## config.mk

```make
export PLATFORM = sky130hd
export DESIGN_NAME = fm_subcarrier_tune_sequencer
export DESIGN_NICKNAME = d
export VERILOG_FILES = /design/src/fm_tune_pkg.sv /design/src/freq_readback_sampler.sv /design/src/fm_subcarrier_tune_sequencer.sv
export SDC_FILE = /design/constraint.sdc
export NUM_CORES = 1
export LEC_CHECK = 0
export ABC_AREA = 1
export BUFFER_PORTS_ARGS = -buffer_cell sky130_fd_sc_hd__buf_2
export CAP_MARGIN = 20
export CORE_MARGIN = 8
export CORE_UTILIZATION = 40
export CTS_BUF_LIST = sky130_fd_sc_hd__clkbuf_2 sky130_fd_sc_hd__clkbuf_4 sky130_fd_sc_hd__clkbuf_8
export DETAILED_ROUTE_END_ITERATION = 6
export SKIP_LAST_GASP = 1
export SLEW_MARGIN = 20
export SYNTH_ARGS = -nofsm -noshare
export SYNTH_HDL_FRONTEND = slang
export SYNTH_SLANG_ARGS = --single-unit
```

## constraint.sdc

```tcl
create_clock -name clock_i -period 2.7 [get_ports clock_i]
set_input_delay 0.54 -clock clock_i [delete_from_list [all_inputs] [get_ports clock_i]]
set_output_delay 0.54 -clock clock_i [all_outputs]
set_load 0.02 [all_outputs]
```

## src/fm_tune_pkg.sv

```systemverilog
// Register map, field positions, reset values and timing for the FM
// subcarrier tuning register bank.
// Assumes a 20 MHz system clock and a 32-bit classic Wishbone master.
package fm_tune_pkg;

  // ----------------------------------------------------------------------
  // Register indices (byte address is four times the index)
  // ----------------------------------------------------------------------
  localparam logic [3:0] IDX_DEVIATION   = 4'h5; // deviation_gain_reg
  localparam logic [3:0] IDX_LOOP_SWITCH = 4'h6; // loop_switch_ctrl_reg
  localparam logic [3:0] IDX_SYNTH_HIGH  = 4'h7; // synth_code_high_reg
  localparam logic [3:0] IDX_LOCK_STATUS = 4'h8; // lock_status_reg
  localparam logic [3:0] IDX_MEAS_HIGH   = 4'h9; // measured_freq_high_reg

  // ----------------------------------------------------------------------
  // Field positions
  // ----------------------------------------------------------------------
  localparam int GAIN_LSB      = 0;  // Loop gain factor, bits 5..0
  localparam int GAIN_W        = 6;
  localparam int SW_SYNTH_BIT  = 2;  // synth_connect_switch
  localparam int SW_BIAS_BIT   = 3;  // Second bias switch
  localparam int SW_LOOP_BIT   = 4;  // loop_connect_switch
  localparam int SW_INPUT_BIT  = 5;  // Input switch
  localparam int CODE_B0_BIT   = 6;  // Synthesis code bit 0
  localparam int CODE_B1_BIT   = 7;  // Synthesis code bit 1
  localparam int ST_CARRIER    = 0;  // Carrier present
  localparam int ST_IN_TOL     = 1;  // Readback within tolerance
  localparam int ST_MEAS_B0    = 2;  // Measured code bit 0
  localparam int ST_MEAS_B1    = 3;  // Measured code bit 1
  localparam int ST_AT_FREQ    = 4;  // Carrier at wanted frequency
  localparam int ST_FRESH      = 5;  // New readback since last read

  // ----------------------------------------------------------------------
  // Reset values and special codes
  // ----------------------------------------------------------------------
  localparam logic [7:0] DEV_RESET       = 8'h35; // 54.4 kHz, half dev
  localparam logic [7:0] SW_RESET        = 8'h04; // VCO on synthesis
  localparam logic [7:0] SYNTH_RESET     = 8'haf; // 7.00 MHz high byte
  localparam logic [7:0] DEV_CAL_2V      = 8'h03; // 2 V VCO step
  localparam logic [7:0] DEV_CAL_1V      = 8'h23; // 1 V VCO step
  localparam logic [9:0] CODE_MIN        = 10'd500;  // 5 MHz
  localparam logic [9:0] CODE_MAX        = 10'd1000; // 10 MHz
  localparam logic [9:0] CODE_TOLERANCE  = 10'd2;    // +/-20 kHz
  localparam logic [31:0] BUS_ZERO       = 32'h0000_0000;

  // ----------------------------------------------------------------------
  // Timing
  // ----------------------------------------------------------------------
  localparam int CLOCK_HZ        = 20_000_000;
  localparam int READBACK_MS     = 100;  // Readback refresh period
  localparam int READBACK_CYCLES = (CLOCK_HZ / 1000) * READBACK_MS;

endpackage

```

## src/freq_readback_sampler.sv

```systemverilog
// Periodic capture of the VCO frequency measurement.
// Assumes vco_code_i is a settled 10-bit code from the analog counter
// and is synchronous to clock_i.
module freq_readback_sampler
  import fm_tune_pkg::*;
#(
  parameter int PERIOD_CYCLES = READBACK_CYCLES
) (
  // Clock and reset
  input  wire logic       clock_i,
  input  wire logic       reset_i,
  // Raw measurement in
  input  wire logic [9:0] vco_code_i,
  // Held sample out
  output logic      [9:0] sample_o,
  output logic            sample_pulse_o
);

  // ----------------------------------------------------------------------
  // Period counter and sample hold
  // ----------------------------------------------------------------------
  logic [31:0] tick_r;      // Cycles into the current period
  logic [31:0] tick_nxt;
  logic [9:0]  sample_r;    // Last captured code
  logic [9:0]  sample_nxt;
  logic        pulse_r;     // One-cycle capture marker
  logic        pulse_nxt;

  // Next values: the readback only moves once per period, so a host
  // polling faster sees the same value repeated
  always_comb begin
    tick_nxt   = tick_r + 32'd1;
    sample_nxt = sample_r;
    pulse_nxt  = 1'b0;
    if (tick_r >= 32'(PERIOD_CYCLES - 1)) begin
      tick_nxt   = 32'd0;
      sample_nxt = vco_code_i;
      pulse_nxt  = 1'b1;
    end
  end

  // Registers
  always_ff @(posedge clock_i) begin
    if (reset_i) begin
      tick_r   <= 32'd0;
      sample_r <= 10'h000;
      pulse_r  <= 1'b0;
    end else begin
      tick_r   <= tick_nxt;
      sample_r <= sample_nxt;
      pulse_r  <= pulse_nxt;
    end
  end

  assign sample_o       = sample_r;
  assign sample_pulse_o = pulse_r;

endmodule

```

## src/fm_subcarrier_tune_sequencer.sv

```systemverilog
// Register bank of the FM subcarrier demodulator tuning logic.
// Assumes a classic Wishbone master, one 20 MHz clock and a
// synchronous active-high reset; analog status comes in synchronous.
module fm_subcarrier_tune_sequencer
  import fm_tune_pkg::*;
#(
  parameter int READBACK_PERIOD = READBACK_CYCLES
) (
  // Clock and reset
  input  wire logic        clock_i,
  input  wire logic        reset_i,
  // Wishbone slave
  input  wire logic        wb_cyc_i,
  input  wire logic        wb_stb_i,
  input  wire logic        wb_we_i,
  input  wire logic [7:0]  wb_adr_i,
  input  wire logic [3:0]  wb_sel_i,
  input  wire logic [31:0] wb_dat_i,
  output logic      [31:0] wb_dat_o,
  output logic             wb_ack_o,
  // Analog side inputs
  input  wire logic [9:0]  vco_code_i,
  input  wire logic        carrier_present_i,
  input  wire logic        carrier_at_freq_i,
  // Analog side controls
  output logic      [9:0]  synth_code_o,
  output logic             synth_code_valid_o,
  output logic             synth_load_o,
  output logic      [5:0]  loop_gain_factor_o,
  output logic             deviation_half_o,
  output logic             cal_step_2v_o,
  output logic             cal_step_1v_o,
  output logic             synth_connect_switch_o,
  output logic             loop_connect_switch_o,
  output logic             bias_switch_o,
  output logic             input_switch_o
);

  // ----------------------------------------------------------------------
  // Helpers
  // ----------------------------------------------------------------------

  // Distance between two 10-bit codes
  function automatic logic [9:0] code_distance(input logic [9:0] a,
                                               input logic [9:0] b);
    code_distance = (a > b) ? (a - b) : (b - a);
  endfunction

  // Byte address to register index; upper bits must be zero
  function automatic logic [3:0] reg_index(input logic [7:0] adr);
    reg_index = adr[5:2];
  endfunction

  // ----------------------------------------------------------------------
  // Declarations
  // ----------------------------------------------------------------------
  logic [7:0]  dev_r;        // deviation_gain_reg
  logic [7:0]  dev_nxt;
  logic [7:0]  sw_r;         // loop_switch_ctrl_reg
  logic [7:0]  sw_nxt;
  logic [7:0]  synth_r;      // synth_code_high_reg
  logic [7:0]  synth_nxt;
  logic        load_r;       // Synthesis launch pulse
  logic        load_nxt;
  logic        fresh_r;      // New readback since status read
  logic        fresh_nxt;
  logic        ack_r;        // Bus acknowledge
  logic        ack_nxt;
  logic [31:0] rdata_r;      // Registered read data
  logic [31:0] rdata_nxt;
  logic [9:0]  meas_code;    // Held VCO measurement
  logic        meas_pulse;   // Measurement refreshed
  logic [9:0]  code_full;    // Programmed 10-bit code
  logic        in_tol;       // Measurement near programmed code
  logic        req;          // New bus request this cycle
  logic        wr_en;        // Write taking effect this cycle
  logic        rd_status;    // Status read taking effect
  logic        mapped;       // Address hits the bank
  logic [3:0]  idx;          // Decoded register index
  logic [7:0]  status_byte;  // Live lock_status_reg view

  // ----------------------------------------------------------------------
  // Frequency readback
  // ----------------------------------------------------------------------
  freq_readback_sampler #(
    .PERIOD_CYCLES (READBACK_PERIOD)
  ) u_sampler (
    .clock_i        (clock_i),
    .reset_i        (reset_i),
    .vco_code_i     (vco_code_i),
    .sample_o       (meas_code),
    .sample_pulse_o (meas_pulse)
  );

  // ----------------------------------------------------------------------
  // Decode and derived state
  // ----------------------------------------------------------------------

  // Request is taken once; ack drops the cycle after it is given
  assign req    = wb_cyc_i && wb_stb_i && !ack_r;
  assign idx    = reg_index(wb_adr_i);
  assign mapped = (wb_adr_i[7:6] == 2'b00) && (wb_adr_i[1:0] == 2'b00) &&
                  (idx >= IDX_DEVIATION) && (idx <= IDX_MEAS_HIGH);
  // Only the low byte lane carries register data
  assign wr_en     = req && wb_we_i && wb_sel_i[0] && mapped;
  assign rd_status = req && !wb_we_i && (idx == IDX_LOCK_STATUS) && mapped;

  assign code_full = {synth_r, sw_r[CODE_B1_BIT], sw_r[CODE_B0_BIT]};

  assign in_tol = code_distance(meas_code, code_full) <= CODE_TOLERANCE;

  // Status view; low measured bits sit in bits 3..2
  always_comb begin
    status_byte              = 8'h00;
    status_byte[ST_CARRIER]  = carrier_present_i;
    status_byte[ST_IN_TOL]   = in_tol;
    status_byte[ST_MEAS_B0]  = meas_code[0];
    status_byte[ST_MEAS_B1]  = meas_code[1];
    status_byte[ST_AT_FREQ]  = carrier_at_freq_i;
    status_byte[ST_FRESH]    = fresh_r;
  end

  // ----------------------------------------------------------------------
  // Register bank next state
  // ----------------------------------------------------------------------

  // Writes land at the acknowledge edge; unmapped writes are dropped
  always_comb begin
    dev_nxt   = dev_r;
    sw_nxt    = sw_r;
    synth_nxt = synth_r;
    load_nxt  = 1'b0;
    if (wr_en) begin
      unique case (idx)
        IDX_DEVIATION:   dev_nxt   = wb_dat_i[7:0];
        IDX_LOOP_SWITCH: begin
          sw_nxt   = wb_dat_i[7:0];
          // Code bits live here too, so relaunch synthesis
          load_nxt = 1'b1;
        end
        IDX_SYNTH_HIGH: begin
          synth_nxt = wb_dat_i[7:0];
          load_nxt  = 1'b1;
        end
        // Read-only registers ignore writes
        default: load_nxt = 1'b0;
      endcase
    end
  end

  // ----------------------------------------------------------------------
  // Fresh-readback flag
  // ----------------------------------------------------------------------

  // A refresh in the same cycle as the clearing read wins, so a
  // sample is never silently missed by a polling host
  always_comb begin
    fresh_nxt = fresh_r;
    if (rd_status) begin
      fresh_nxt = 1'b0;
    end
    if (meas_pulse) begin
      fresh_nxt = 1'b1;
    end
  end

  // ----------------------------------------------------------------------
  // Bus answer
  // ----------------------------------------------------------------------

  // One wait state: answer in the cycle after the request is seen
  always_comb begin
    ack_nxt   = req;
    rdata_nxt = BUS_ZERO;
    if (req && !wb_we_i && mapped) begin
      unique case (idx)
        IDX_DEVIATION:   rdata_nxt = {24'h000000, dev_r};
        IDX_LOOP_SWITCH: rdata_nxt = {24'h000000, sw_r};
        IDX_SYNTH_HIGH:  rdata_nxt = {24'h000000, synth_r};
        IDX_LOCK_STATUS: rdata_nxt = {24'h000000, status_byte};
        IDX_MEAS_HIGH:   rdata_nxt = {24'h000000, meas_code[9:2]};
        default:         rdata_nxt = BUS_ZERO;
      endcase
    end
  end

  // ----------------------------------------------------------------------
  // State registers
  // ----------------------------------------------------------------------
  always_ff @(posedge clock_i) begin
    if (reset_i) begin
      dev_r   <= DEV_RESET;
      sw_r    <= SW_RESET;
      synth_r <= SYNTH_RESET;
      load_r  <= 1'b0;
      fresh_r <= 1'b0;
      ack_r   <= 1'b0;
      rdata_r <= BUS_ZERO;
    end else begin
      dev_r   <= dev_nxt;
      sw_r    <= sw_nxt;
      synth_r <= synth_nxt;
      load_r  <= load_nxt;
      fresh_r <= fresh_nxt;
      ack_r   <= ack_nxt;
      rdata_r <= rdata_nxt;
    end
  end

  // ----------------------------------------------------------------------
  // Outputs
  // ----------------------------------------------------------------------
  assign wb_ack_o = ack_r;
  assign wb_dat_o = rdata_r;

  assign synth_code_o = code_full;
  assign synth_code_valid_o = (code_full >= CODE_MIN) &&
                              (code_full <= CODE_MAX);
  assign synth_load_o = load_r;

  assign loop_gain_factor_o = dev_r[GAIN_LSB +: GAIN_W];
  assign deviation_half_o   = dev_r[SW_INPUT_BIT];
  assign cal_step_2v_o = (dev_r == DEV_CAL_2V);
  assign cal_step_1v_o = (dev_r == DEV_CAL_1V);

  assign synth_connect_switch_o = sw_r[SW_SYNTH_BIT];
  assign loop_connect_switch_o  = sw_r[SW_LOOP_BIT];
  assign bias_switch_o          = sw_r[SW_BIAS_BIT];
  assign input_switch_o         = sw_r[SW_INPUT_BIT];

endmodule

```

# == Word level (Yosys, flattened, before mapping) ==
# Index checks and enable logic that the tools add are counted.
# word_totals
ff_bits,102
input_bits,61
output_inout_bits,58
elab_cells,60
# classes
n_addsub,3
magnitude_cmp,7
eq_ne,7
mux,6
bitwise,2
n_reduce_logical,25
# ops
operator,count
8-bit case mux with 5 select lines,1
"32-bit by 1-bit adder with 32-bit output, second input constant",1
"32-bit by 21-bit greater-or-equal comparator with 1-bit output, second input constant",1
10-bit subtractor,2
1-bit logical AND,13
"4-bit by 3-bit == test with 1-bit output, second input constant",3
"10-bit by 9-bit greater-or-equal comparator with 1-bit output, second input constant",1
10-bit > comparator,1
"10-bit less-or-equal comparator, second input constant",1
"10-bit by 2-bit less-or-equal comparator with 1-bit output, second input constant",1
10-bit two-way mux,1
"4-bit == test, second input constant",2
"8-bit by 2-bit == test with 1-bit output, second input constant",1
"8-bit by 6-bit == test with 1-bit output, second input constant",1
2-bit OR reduction,4
2-bit AND reduction,3
"4-bit by 3-bit greater-or-equal comparator with 1-bit output, second input constant",1
"4-bit less-or-equal comparator, second input constant",1
2-bit zero test,2
1-bit two-way mux,4
1-bit zero test,2
1-bit inverter,2
2-bit nonzero test,1

# == Logic depth before layout (Yosys ltp) ==
# logic_depth
word_depth,7
depth_mapped,17

# == Cells and area by module ==
# A second synthesis with hierarchy kept.
# unflattened
hier_cells,678
hier_area_um2,4667.0
# modules_own_cells
mod,n_inst,cells_per_inst,area_each_um2
fm_subcarrier_tune_sequencer,1,461,2924.1
freq_readback_sampler,1,217,1742.9

# == Worst setup path before layout ==
# OpenSTA, ideal clock, no wires.
# synth_timing
path_kind,register -> register
startpoint,register synth_r[1]
endpoint,"register rdata_r[1], in the netlist wb_dat_o[1]"
setup_time_ns,0.075
arrival_ns,1.883
required_time_ns,2.625
path_slack_ns,0.743
stages_incl_launch_ff,14
path_buffers,1
synth_period_minus_slack_ns,1.957
path_cell_list,dfxtp_1 -> inv_1 -> ha_1 -> clkbuf_2 -> or2_1 -> nand3_1 -> nand3_1 -> nor2_1 -> nand2_1 -> nor2_1 -> nand3_1 -> nand2_1 -> nand2_1 -> a21oi_1
# synth_between
elab_chain_cells,4
elab_cells_between_ends,6
classes_between,add/sub: 2; order compare: 2; mux: 2
# synth_lines
element,line_no,source
"start, declared",fm_subcarrier_tune_sequencer.sv:61,logic [7:0] synth_r;
"start signal, assigned",fm_subcarrier_tune_sequencer.sv:202,synth_r <= synth_nxt;
10-bit subtractor / 10-bit > comparator (equally long branches),fm_subcarrier_tune_sequencer.sv:46,code_distance = (a > b) ? (a - b) : (b - a);
10-bit two-way mux,fm_subcarrier_tune_sequencer.sv:46,
10-bit by 2-bit less-or-equal comparator with 1-bit output,fm_subcarrier_tune_sequencer.sv:110,"assign in_tol = code_distance(meas_code, code_full) <= CODE_TOLERANCE;"
8-bit case mux with 5 select lines (*),fm_subcarrier_tune_sequencer.sv:176,unique case (idx)
"end signal, assigned",fm_subcarrier_tune_sequencer.sv:206,rdata_r <= rdata_nxt;
"end, declared",fm_subcarrier_tune_sequencer.sv:69,logic [31:0] rdata_r;
# Mark *: on every way between the ends. The rest lies on a longest branch, timed or not.
# A chain may end at the register's enable or synchronous reset.

# == Worst setup path in the final report ==
# layout_timing
startpoint,register synth_r[2]
endpoint,"register rdata_r[1], in the netlist wb_dat_o[1]"
# layout_between
elab_chain_cells,4
elab_cells_between_ends,6
classes_between,add/sub: 2; order compare: 2; mux: 2
# layout_lines
element,line_no
10-bit subtractor / 10-bit > comparator (equally long branches),fm_subcarrier_tune_sequencer.sv:46
10-bit two-way mux (*),fm_subcarrier_tune_sequencer.sv:46
10-bit by 2-bit less-or-equal comparator with 1-bit output (*),fm_subcarrier_tune_sequencer.sv:110
8-bit case mux with 5 select lines (*),fm_subcarrier_tune_sequencer.sv:176
# Marked as above.

==> results.txt <==
Detail Route Antenna Nets = 0
Sw Share = 24.5%
Final Skew = 0.0118 ns
Slew headroom = 31.7%
Total of warnings raised by yosys = 0
Prevailing post-synth register cell = dfxtp_1
Fin area = 0.00514 sq mm
Clock power share = 42.0%
Boundary Pins = 119
Final setup viols = 0
FF-to-FF Start = synth_r[2]$_SDFFE_PP1P_
Distinct cells, synth = 43
Post-Syn Area = 0.00453 sq mm
Routability-driven placement congestion ratio = 0.890
Die Area = 0.0150 sq mm
Layout cells sized above 1 = 15.4%
H-tree depth = 3
Area delta synth->final = 13.3%
Sequential cell area fraction in the yosys report = 34.4%
Int Power = 0.00184 W
Setup CP Type = flop to flop
Final min period = 2.44 ns
P_sw = 0.000597 W
Die span in y = 122 microns
DR vias = 4223
Clock sinks = 78
Final wirelength = 12.3 mm
Startpoint Class = flop
GRT overflow = 0
Chip width = 122 microns
Min-delay worst type = input port to flop
Worst-Skew Late Latency = 0.35 ns
Reg clk slew, reported paths = 0.08 ns
DP HPWL = 9.86 mm
Worst path slowest cell = dfxtp_1
CP peak stage delay = 0.46 ns
Critical Path AT = 2.70 ns
Crit path top cell by count = nand2_1
Post-Syn Instances = 649
Cts hold-fix bufs = 0
Clock Tree Root = clkbuf_8
Run status = finished clean
Final setup TNS = 0 ns
Num CTS Buffers = 9
Max Slew Vio Count = 0
Initial core utilization = 40.4%
Commonest non-fill, non-tap cell in the layout = nand2_1
Post-synthesis async set-or-reset flop share = 0%
Postcts setup bufs = 0
RSZ-0062 raised after global routing = false
Maximum fanout along the worst path = 7
Syn_area_per_cell = 6.99 sq um
Num rows = 39
Logic pwr share = 9.5%
CTS tree = built
CTS max path bufs = 2
Router iterations before antenna repair = 4
Cells along the critical path = inv_1 > ha_1 > a21oi_1 > o21ai_0 > nand2_1 > nand3_1 > nand2_1 > inv_1 > nor2_1 > nand2_1 > nand2_1 > nand2_1 > a21oi_1
Placed Area = 0.00489 sq mm
Inserted Diodes = 0
CP Data Required Time = 2.97 ns
FF+latch count, synth = 78
Sequential share of power = 48.5%
Post-synth EDFFs = 0
Hold_sp = vco_code_i[4]
Tot GR Track Use = 16.7%
Pwr per Cell Area = 475 mW/mm^2
Hold Fails Final Rpt = 0
Most frequent cells in the layout = nand2_1 (149), inv_1 (83), dfxtp_1 (78), nor2_1 (69), buf_2 (67)
Vias per cell = 4.87
CP endpoint kind = flop
Core Region = 0.0112 sq mm
Port bufs = 67
Largest net degree at the start of global routing = 22
Wire per inst = 14.1 microns
Origin of the worst setup path = synth_r[2]$_SDFFE_PP1P_
Peak supply drop = 0.351 mV
Worst-margin pin slew = 1.02 ns
Leak = 2.42 nW
1st-iter DRT viols = 367
Initial antenna violation count = 0
Max Clk Rate = 0.410 GHz
Post-cts resize count = 0
DR DRC count = 0
First-pass GRT wire length = 19.8 mm
Number of global-route vias before repair = 4027
Nets = 803
Max Cap Viol = 0
Final worst-path cycle share = 90.2%
==> sequential cells by signal, indices dropped and copies added, names as in the netlist, 8 cells and up <==
signal and count:
u_sampler.tick_r 32, u_sampler.sample_o 10, dev_r 8, sw_r 8
synth_r 8, wb_dat_o 8
==> power groups by stage <==
| stage | Combinational [W] | Sequential [W] | Clock, W |
|---|---|---|---|
| after global routing | 0.000260 | 0.00119 | 0.00111 |
| after CTS | 0.000228 | 0.00118 | 0.00105 |
| after floorplan | 0.000182 | 0.00121 | 0 |
| after global placement | 0.000226 | 0.00121 | 0 |
| after detailed placement | 0.000227 | 0.00121 | 0 |
| final | 0.000231 | 0.00118 | 0.00102 |
==> synthesized netlist by cell type, types with 12 or more instances <==
cell / n / area, sq um
nand3_1: 45 / 225
nand2_1: 149 / 559
buf_4: 37 / 278
ha_1: 20 / 250
a21oi_1: 39 / 195
o21ai_0: 25 / 125
dfxtp_1: 78 / 1560
nand4_1: 15 / 93.8
inv_1: 83 / 312
nor2_1: 69 / 259
xor2_1: 12 / 105
==> layer usage <==
layer	global-route usage (%)	share of wire (%)
met1	21.3	46
met2	27.3	46
met3	4.19	6.0
met4	5.41	1.6
met5	0	0
==> cell families (layout without fill, tap and decap cells) <==
group / Yosys count / after routing / share of synthesized area [%]
AND/OR/NAND/NOR: 311 / 311 / 30.6
buffers and inverters: 134 / 176 / 14.3
AO/OA/AOI/OAI: 88 / 88 / 11.3
flip-flops: 78 / 78 / 34.4
adder cells (fa/ha/maj): 22 / 22 / 6.40
XOR/XNOR: 15 / 15 / 2.90
other: 1 / 35 / 0.0827
==> final timing paths <==
check                                  endpoint  slack, ns  cells past startpoint
min reg2reg      u_sampler.tick_r[0]$_SDFF_PP0_       0.46                      1
max                      wb_dat_o[1]$_SDFF_PP0_       0.26                     13
max reg2reg              wb_dat_o[1]$_SDFF_PP0_       0.26                     13
min          u_sampler.sample_o[4]$_SDFFE_PP0P_       0.41                      3
==> final cells by class <==
cell class / instances / area, sq um
clock inverter: 4 / 77.6
tap: 143 / 179
multi-input combinational: 471 / 2450
fill: 1175 / 6090
timing repair buffer: 72 / 373
clock buffer: 12 / 165
sequential: 78 / 1560
inverter: 88 / 330
==> worst max-delay path, delay by kind of cell, from the launching register on <==
kind	cells	cell delay (ns)
DFF	1	0.46
AOI/OAI and AO/OA	3	0.73
and+or+nand+nor	7	0.61
buffers and inverters	2	0.14
adders and majority gates	1	0.41
==> stage by stage <==
stage | utilization (%) | hold WS, ns | setup slack (ns) | total power [W] | cells
floorplan | - | 0.413 | 0.743 | 0.00139 | 683
global placement | 43.6 | 0.427 | 0.356 | 0.00144 | 852
detailed placement | 43.6 | 0.440 | 0.317 | 0.00144 | 852
CTS | 45.8 | 0.396 | 0.267 | 0.00246 | 868
global route | 45.8 | 0.389 | 0.0565 | 0.00255 | 868
finish | 45.8 | 0.409 | 0.264 | 0.00244 | 868
No activity file was read; power rests on OpenSTA's default activity.
